**src/rtl/pbg_pkg.sv**
```systemverilog
// Package for the eight-pin port with change interrupt.
// Assumes a 32-bit APB slave with word-aligned registers.
package pbg_pkg;
    localparam int          PBG_WIDTH         = 8;
    localparam logic [11:0] PBG_OFF_PINS      = 12'h000;
    localparam logic [11:0] PBG_OFF_DIR       = 12'h004;
    localparam logic [11:0] PBG_OFF_LATCH     = 12'h008;
    localparam logic [11:0] PBG_OFF_ICM       = 12'h00c;
    localparam logic [11:0] PBG_OFF_ICS       = 12'h010;
    localparam logic [11:0] PBG_OFF_ANALOG    = 12'h014;
    localparam logic [11:0] PBG_OFF_IRQ_MASK  = 12'h018;
    localparam logic [11:0] PBG_OFF_ALTCFG    = 12'h01c;
    localparam int          PBG_CHG_BIT       = 0;
    localparam int          PBG_PULLUP_BIT    = 7;
    localparam int          PBG_ALT_BIT       = 0;
    localparam int          PBG_CHG_LO        = 4;
    localparam int          PBG_CAP_PIN       = 3;
    localparam int          PBG_TMR_PIN       = 5;
    localparam logic [7:0]  PBG_DIR_RST       = 8'hff;
    localparam logic [7:0]  PBG_LATCH_RST     = 8'h00;
    localparam logic [7:0]  PBG_ANALOG_RST    = 8'h1f;
    localparam logic        PBG_PULLUP_N_RST  = 1'b1;
    localparam logic        PBG_ALT_RST       = 1'b1;
endpackage : pbg_pkg

```
**src/rtl/pbg_port.sv**
```systemverilog
// Eight-pin bidirectional port with direction, latch, pull-ups and change interrupt.
// Assumes an APB master on pclk and pins already synchronous to pclk.
// Functional notes
// - Eight pins, each individually input or output.
// - Direction bit 1 tri-states the pin driver; pin is an input.
// - Direction bit 0 drives the pin with its latch bit.
// - Latch register reads return latch contents, not pin levels.
// - Clearing shared active-low bit 7 of second control enables all pull-ups.
// - Pull-up is forced off on any pin configured as output.
// - Pull-ups are disabled after reset.
// - After reset pins 4..0 analog reading 0; pins 7..5 digital inputs.
// - Only pins 7..4 compared; output pins excluded.
// - Inputs compared with snapshot from last port access; ORed into flag bit 0.
// - Change interrupt can wake the device from sleep and idle.
// - Persistent mismatch keeps setting flag; port read refreshes snapshot.
// - Pin 3 carries the second capture unit when alt select is 0.
// - Pin 5 also feeds timer clock in and carries comparator one out.
`timescale 1ns/1ps
`default_nettype none
module pbg_port
    import pbg_pkg::*;
#(
    parameter int WIDTH = PBG_WIDTH
) (
    // APB
    input  wire logic              pclk,
    input  wire logic              presetn,
    input  wire logic              psel,
    input  wire logic              penable,
    input  wire logic              pwrite,
    input  wire logic [11:0]       paddr,
    input  wire logic [31:0]       pwdata,
    output logic      [31:0]       prdata,
    output logic                   pready,
    output logic                   pslverr,
    // Pins
    input  wire logic [WIDTH-1:0]  pin_in,
    output logic      [WIDTH-1:0]  pin_out,
    output logic      [WIDTH-1:0]  pin_oe_n,
    output logic      [WIDTH-1:0]  pin_pullup_en,
    // Shared functions
    input  wire logic              second_capture_unit_out,
    input  wire logic              second_capture_unit_drive,
    output logic                   second_capture_unit_in,
    input  wire logic              comparator_one_out,
    input  wire logic              comparator_one_out_en,
    output logic                   timer_ext_clock_in,
    output logic                   keyboard_change_in,
    // Status
    output logic                   irq,
    output logic                   wake_req
);

    // Pin map, nibble split and shared-pin taps are laid out for eight pins only
    if (WIDTH != 8) begin : g_width_check
        $error("pbg_port supports WIDTH of 8 only");
    end

    // Number of pins that take part in change detection
    localparam int CHG_N = WIDTH - PBG_CHG_LO;

    // Register state
    logic [WIDTH-1:0] dir_q;
    logic [WIDTH-1:0] latch_q;
    logic [WIDTH-1:0] analog_q;
    logic [WIDTH-1:0] snap_q;
    logic             pullup_n_q;
    logic             flag_q;
    logic             mask_q;
    logic             alt_q;

    // Pin path
    logic [WIDTH-1:0] dig_in;
    logic [WIDTH-1:0] drive_val;
    logic [WIDTH-1:0] drive_oe_n;
    logic [WIDTH-1:0] pull_d;
    logic             cap_drive;
    logic             cmp_drive;

    // Change detection
    logic [CHG_N-1:0] mismatch;
    logic             change;

    // Bus decode
    logic             acc;
    logic             wr;
    logic             setup;
    logic             port_touch;
    logic             mapped;
    logic [31:0]      rdata_d;
    logic             wr_dir;
    logic             wr_latch;
    logic             wr_analog;
    logic             wr_alt;
    logic             wr_ctl2;
    logic             wr_mask;
    logic             clr_flag;

    assign acc        = psel && penable;
    assign wr         = acc && pwrite;
    assign setup      = psel && !penable;
    assign port_touch = acc && (paddr == PBG_OFF_PINS);

    // Writes land at the access edge, where pready is already high
    assign wr_dir    = wr && (paddr == PBG_OFF_DIR);
    // A port write goes to the latch; the pins follow only where driven
    assign wr_latch  = wr && (paddr == PBG_OFF_LATCH || paddr == PBG_OFF_PINS);
    assign wr_analog = wr && (paddr == PBG_OFF_ANALOG);
    assign wr_alt    = wr && (paddr == PBG_OFF_ALTCFG);
    assign wr_ctl2   = wr && (paddr == PBG_OFF_ICS);
    assign wr_mask   = wr && (paddr == PBG_OFF_IRQ_MASK);
    assign clr_flag  = wr && (paddr == PBG_OFF_ICM) && pwdata[PBG_CHG_BIT];

    // Peripherals take their pin only while they ask to drive it
    assign cap_drive = !alt_q && second_capture_unit_drive;
    assign cmp_drive = comparator_one_out_en;

    // Per-pin drive, pull-up and sampled level
    for (genvar i = 0; i < WIDTH; i++) begin : g_pin
        // Analog pins read as zero
        assign dig_in[i] = pin_in[i] & ~analog_q[i];
        if (i == PBG_CAP_PIN) begin : g_cap
            assign drive_val[i]  = cap_drive ? second_capture_unit_out : latch_q[i];
            assign drive_oe_n[i] = cap_drive ? 1'b0 : dir_q[i];
        end else if (i == PBG_TMR_PIN) begin : g_cmp
            assign drive_val[i]  = cmp_drive ? comparator_one_out : latch_q[i];
            assign drive_oe_n[i] = cmp_drive ? 1'b0 : dir_q[i];
        end else begin : g_plain
            assign drive_val[i]  = latch_q[i];
            assign drive_oe_n[i] = dir_q[i];
        end
        // Taken from the final driver state, so a peripheral override drops it too
        assign pull_d[i] = !pullup_n_q && drive_oe_n[i];
    end

    // Change detect on the upper pins; an output pin never mismatches
    for (genvar k = 0; k < CHG_N; k++) begin : g_chg
        assign mismatch[k] = (dig_in[PBG_CHG_LO+k] ^ snap_q[PBG_CHG_LO+k])
                             && dir_q[PBG_CHG_LO+k];
    end
    assign change = |mismatch;

    // Direction register
    always_ff @(posedge pclk or negedge presetn) begin
        if (!presetn) begin
            dir_q <= PBG_DIR_RST;
        end else if (wr_dir) begin
            dir_q <= pwdata[WIDTH-1:0];
        end
    end

    // Output latch, written through port or latch address
    always_ff @(posedge pclk or negedge presetn) begin
        if (!presetn) begin
            latch_q <= PBG_LATCH_RST;
        end else if (wr_latch) begin
            latch_q <= pwdata[WIDTH-1:0];
        end
    end

    // Analog select
    always_ff @(posedge pclk or negedge presetn) begin
        if (!presetn) begin
            analog_q <= PBG_ANALOG_RST;
        end else if (wr_analog) begin
            analog_q <= pwdata[WIDTH-1:0];
        end
    end

    // Alternate pin select for the second capture unit
    always_ff @(posedge pclk or negedge presetn) begin
        if (!presetn) begin
            alt_q <= PBG_ALT_RST;
        end else if (wr_alt) begin
            alt_q <= pwdata[PBG_ALT_BIT];
        end
    end

    // Shared active-low pull-up control
    always_ff @(posedge pclk or negedge presetn) begin
        if (!presetn) begin
            pullup_n_q <= PBG_PULLUP_N_RST;
        end else if (wr_ctl2) begin
            pullup_n_q <= pwdata[PBG_PULLUP_BIT];
        end
    end

    // Interrupt mask
    always_ff @(posedge pclk or negedge presetn) begin
        if (!presetn) begin
            mask_q <= 1'b0;
        end else if (wr_mask) begin
            mask_q <= pwdata[PBG_CHG_BIT];
        end
    end

    // Snapshot taken on any port access
    // Writes refresh it as well, so either access ends the mismatch
    always_ff @(posedge pclk or negedge presetn) begin
        if (!presetn) begin
            snap_q <= '0;
        end else if (port_touch) begin
            snap_q <= dig_in;
        end
    end

    // Sticky change flag
    // A persistent mismatch keeps setting it, and the set wins over a clear in the same cycle
    // Setting is held off in the cycle of a port access, whose snapshot ends the mismatch
    always_ff @(posedge pclk or negedge presetn) begin
        if (!presetn) begin
            flag_q <= 1'b0;
        end else if (change && !port_touch) begin
            flag_q <= 1'b1;
        end else if (clr_flag) begin
            flag_q <= 1'b0;
        end
    end

    // Pin drive value
    always_ff @(posedge pclk or negedge presetn) begin
        if (!presetn) begin
            pin_out <= '0;
        end else begin
            pin_out <= drive_val;
        end
    end

    // Pin output enable, low while driving
    always_ff @(posedge pclk or negedge presetn) begin
        if (!presetn) begin
            pin_oe_n <= '1;
        end else begin
            pin_oe_n <= drive_oe_n;
        end
    end

    // Weak pull-ups
    always_ff @(posedge pclk or negedge presetn) begin
        if (!presetn) begin
            pin_pullup_en <= '0;
        end else begin
            pin_pullup_en <= pull_d;
        end
    end

    // Level interrupt
    always_ff @(posedge pclk or negedge presetn) begin
        if (!presetn) begin
            irq <= 1'b0;
        end else begin
            irq <= flag_q && mask_q;
        end
    end

    // Wake request, same level as irq; the power controller watches this one
    always_ff @(posedge pclk or negedge presetn) begin
        if (!presetn) begin
            wake_req <= 1'b0;
        end else begin
            wake_req <= flag_q && mask_q;
        end
    end

    // Capture input from pin 3 while the alternate select is clear
    always_ff @(posedge pclk or negedge presetn) begin
        if (!presetn) begin
            second_capture_unit_in <= 1'b0;
        end else begin
            second_capture_unit_in <= !alt_q && dig_in[PBG_CAP_PIN];
        end
    end

    // Timer external clock from pin 5
    always_ff @(posedge pclk or negedge presetn) begin
        if (!presetn) begin
            timer_ext_clock_in <= 1'b0;
        end else begin
            timer_ext_clock_in <= dig_in[PBG_TMR_PIN];
        end
    end

    // Keyboard change on pin 5
    always_ff @(posedge pclk or negedge presetn) begin
        if (!presetn) begin
            keyboard_change_in <= 1'b0;
        end else begin
            keyboard_change_in <= mismatch[PBG_TMR_PIN-PBG_CHG_LO];
        end
    end

    // Read data; unmapped offsets read zero and are refused
    always_comb begin
        mapped  = 1'b1;
        rdata_d = 32'h0000_0000;
        case (paddr)
            PBG_OFF_PINS:     rdata_d[WIDTH-1:0] = dig_in;
            PBG_OFF_DIR:      rdata_d[WIDTH-1:0] = dir_q;
            PBG_OFF_LATCH:    rdata_d[WIDTH-1:0] = latch_q;
            PBG_OFF_ICM:      rdata_d[PBG_CHG_BIT] = flag_q;
            PBG_OFF_ICS:      rdata_d[PBG_PULLUP_BIT] = pullup_n_q;
            PBG_OFF_ANALOG:   rdata_d[WIDTH-1:0] = analog_q;
            PBG_OFF_IRQ_MASK: rdata_d[PBG_CHG_BIT] = mask_q;
            PBG_OFF_ALTCFG:   rdata_d[PBG_ALT_BIT] = alt_q;
            default:          mapped = 1'b0;
        endcase
    end

    // No wait state: answer registered from the setup cycle
    // Keeps psel and paddr off any path to pready, without adding a cycle to the access
    always_ff @(posedge pclk or negedge presetn) begin
        if (!presetn) begin
            pready <= 1'b0;
        end else begin
            pready <= setup;
        end
    end

    // Refusal of unmapped offsets
    always_ff @(posedge pclk or negedge presetn) begin
        if (!presetn) begin
            pslverr <= 1'b0;
        end else begin
            pslverr <= setup && !mapped;
        end
    end

    // Read data stands only in the answer cycle
    always_ff @(posedge pclk or negedge presetn) begin
        if (!presetn) begin
            prdata <= 32'h0000_0000;
        end else begin
            prdata <= (setup && !pwrite) ? rdata_d : 32'h0000_0000;
        end
    end

endmodule : pbg_port
`default_nettype wire
```
**config.mk**
```make
export PLATFORM = sky130hd
export DESIGN_NAME = pbg_port
export DESIGN_NICKNAME = d
export VERILOG_FILES = /design/src/rtl/pbg_pkg.sv /design/src/rtl/pbg_port.sv
export SDC_FILE = /design/constraint.sdc
export NUM_CORES = 1
export LEC_CHECK = 0
export BUFFER_PORTS_ARGS = -buffer_cell sky130_fd_sc_hd__buf_4
export CAP_MARGIN = 20
export CORE_UTILIZATION = 49
export DETAILED_ROUTE_END_ITERATION = 6
export PLACE_DENSITY_LB_ADDON = 0.1
export SYNTH_ARGS = -nofsm -noshare
export SYNTH_HDL_FRONTEND = slang
export SYNTH_SLANG_ARGS = --single-unit
```
**constraint.sdc**
```tcl
create_clock -name pclk -period 1.7 [get_ports pclk]
set_input_delay 0.17 -clock pclk [delete_from_list [all_inputs] [get_ports pclk]]
set_output_delay 0.17 -clock pclk [all_outputs]
set_load 0.1 [all_outputs]
```
==> metrics <==
RSZ-0062 raised after global routing=false; post-layout util=66.4%; syn_area_per_cell=13.1 µm²; Detail Route met3 WL=237 µm; Hold Fails Final Rpt=0; fraction of layout instances using a drive strength above 1=52.0%; CTS clk-pin slew, worst paths=approximately 70 ps; Sw Share=between 20 and 30%; maxcap violations=0; family with the most delay on the worst path=simple AND/OR/NAND/NOR gates; reg-to-reg startpoint=dir_q[4]; core area=~6100 µm²; Net Switching=between 1000 and 1500 µW; row cnt=28; Max stage delay on crit path=410 ps; skew final=7.98 ps; CP endpoint=latch_q[2]; CTS tree=yes; VDD IR max=0.593 mV; Skew-Pair Late Insertion Delay=340 ps; Final nets=roughly 400; 1st-iter DRT viols=71; global-route wire length before repair=10200 µm; # diodes=0; highest-count cells in the layout ignoring fill and taps=buf_4, dfrtp_1, mux2_2, conb_1, dfstp_2; Routed Antenna Nets=0; Final Max Tran Viols=0; number of cells on the critical path=6; Worst EP required=1920 ps; P&R area growth vs syn=27.2%; Int Power=2470 µW; status=finished clean; CTS resizes=0; ys async rst share=between 90% and 100%; Tmin final=1470 ps; final worst-path cycle share=86.8%; Post-Route M1 WL=2900 µm; top-area cell type share of the netlist area=between 30 and 40%; initial core utilization=52.2%; Sequential Power Share=48.3%; Comb power frac=around 15%; CP bufs+invs=2; max layer used=met4; crit-path cells=buf_4 -> nor4_4 -> nand4_1 -> nor3_4 -> buf_4 -> mux2_2; met2 WL=about 3400 µm; DRC=0; fmax=0.678 GHz; Seq/Total Area, Yosys=between 50% and 60%; Die W=about 83 µm; leakage power=0.00200 µW; CP max FO=6; gr usage total=21.3%; RR Endpoint=flag_q; drt total wl=~6600 µm; distinct cell type count after synthesis=44; mapped cell area=about 3200 µm²; Setup Fix Bufs, Post-CTS=0; Finished Cell Area=4050 µm²; number of flops mapped to enable cells by yosys=0; hold buffer count at CTS=3; WS Path Type=in2reg; min-delay worst type=in2reg; Crit path top cell by count=buf_4; total power=3480 µW; GP Congestion=0.791; Slowest cell on crit path=nor4_4; PD cells=approximately 860 nW/µm²; largest net degree at the start of global routing=41; # setup viols final=0; Boundary Pins=~120; CP startpoint kind=primary input; Die Y=82.6 µm; CTS Buffer Depth=2; Reg2Reg Depth=4; Synth Warn #=0; cts bufs inserted=9; Synth Register Bits=70; leading cell type in the layout, fill and taps excluded=buf_4; Clock Tree Root=clkbuf_8; Worst Path Arrival=1690 ps; internal reg-to-reg setup slack=~270 ps; vias per cell=5.17; clk sink count=70; vias in the first global route=around 2100; Clk pwr share=36.8%; Synth area leader=dfrtp_1; Setup crit start=paddr[11]; top post-synthesis cells by area=dfrtp_1, dfstp_2, mux2_2; wire per inst=15.8 µm; Critical Path Sink Type=flop; count of input and output buffers=75; H-Tree Depth=3; die area=6820 µm²; Post-Synthesis Cells=242; antenna violations before repair=0; Placement Cell Area=~3800 µm²; vias=2176; Post-synth top flop=dfrtp_1; Pre-Repair DR Iteration Count=4; GRT overflow=0; Detailed Place HPWL=approximately 4700 µm
registers in the layout (all words and copies together), names as in the netlist:
| signal | flops |
|---|---|
| alt_q | 1 |
| analog_q | 8 |
| dir_q | 8 |
| flag_q | 1 |
| keyboard_change_in | 1 |
| latch_q | 8 |
| mask_q | 1 |
| pin_oe_n | 8 |
| pin_out | 8 |
| pin_pullup_en | 8 |
| prdata | 8 |
| pready | 1 |
| pslverr | 1 |
| pullup_n_q | 1 |
| second_capture_unit_in | 1 |
| snap_q | 4 |
| timer_ext_clock_in | 1 |
| wake_req | 1 |
final cells by class:
class / instances / area (µm²)
fill: 471 / 2050
inverter: 4 / 15.0
multi-input combinational: 158 / 1220
tap: 75 / 93.8
sequential: 70 / 1780
clock inverter: 4 / 47.5
timing repair buffer: 98 / 756
clock buffer: 12 / 135
power by group through the flow:
| stage | logic [µW] | clock network, µW | registers, µW |
|---|---|---|---|
| after floorplan | 351 | 0 | 1770 |
| after global placement | 516 | 0 | 1710 |
| after detailed placement | 519 | 0 | 1710 |
| after CTS | 525 | 1300 | 1680 |
| after global routing | 546 | 1390 | 1680 |
| final | 521 | 1280 | 1680 |
stage by stage:
stage	setup slack (ps)	hold WS (ps)	std cells	setup TNS, ps
floorplan	184	-126	265	0
detailed placement	-111	11.9	402	-1190
global route	183	50.3	421	0
finish	225	59.3	421	0
CTS	230	49.7	421	0
global placement	-57.1	10.0	402	-814
cell families after synthesis:
family	share of synthesized area [%]
AO/OA/AOI/OAI	5.31
other	0.118
flip-flops	56.0
buffers and inverters	8.46
multiplexers	15.1
AND/OR/NAND/NOR	15.0
synth_stat cells, drive strengths merged, types with 2 or more instances:
| cell | number |
|---|---|
| nand3 | 6 |
| nor3b | 4 |
| clkbuf | 5 |
| a221oi | 2 |
| nand2 | 7 |
| and2 | 7 |
| inv | 4 |
| nor2 | 2 |
| dfrtp | 47 |
| buf | 28 |
| mux2i | 3 |
| nor2b | 16 |
| dfstp | 23 |
| a21oi | 2 |
| mux2 | 40 |
| and3 | 5 |
| nor3 | 3 |
| a32oi | 3 |
| nor4 | 2 |
| o32ai | 2 |
| o21ai | 10 |
| a22oi | 2 |
| or4bb | 3 |
| nand4 | 7 |
routing by layer:
layer / up-vias / global-route usage, %
li1: 1017 / -
met1: 1093 / 25.8
met2: 58 / 36.3
met3: 8 / 3.41
met4: 0 / 11.2
met5: - / 0
worst min-delay path by stage:
stage	from	end	slack (ps)	cells after the start
after floorplan	presetn	analog_q[5]	-130	0
after global placement	presetn	pin_out[3]	10	1
after detailed placement	presetn	pin_out[3]	10	1
after CTS	comparator_one_out	pin_out[5]	50	2
after global routing	second_capture_unit_out	pin_out[3]	50	2
final	comparator_one_out	pin_out[5]	60	2
No activity file was read; power rests on OpenSTA's default activity.
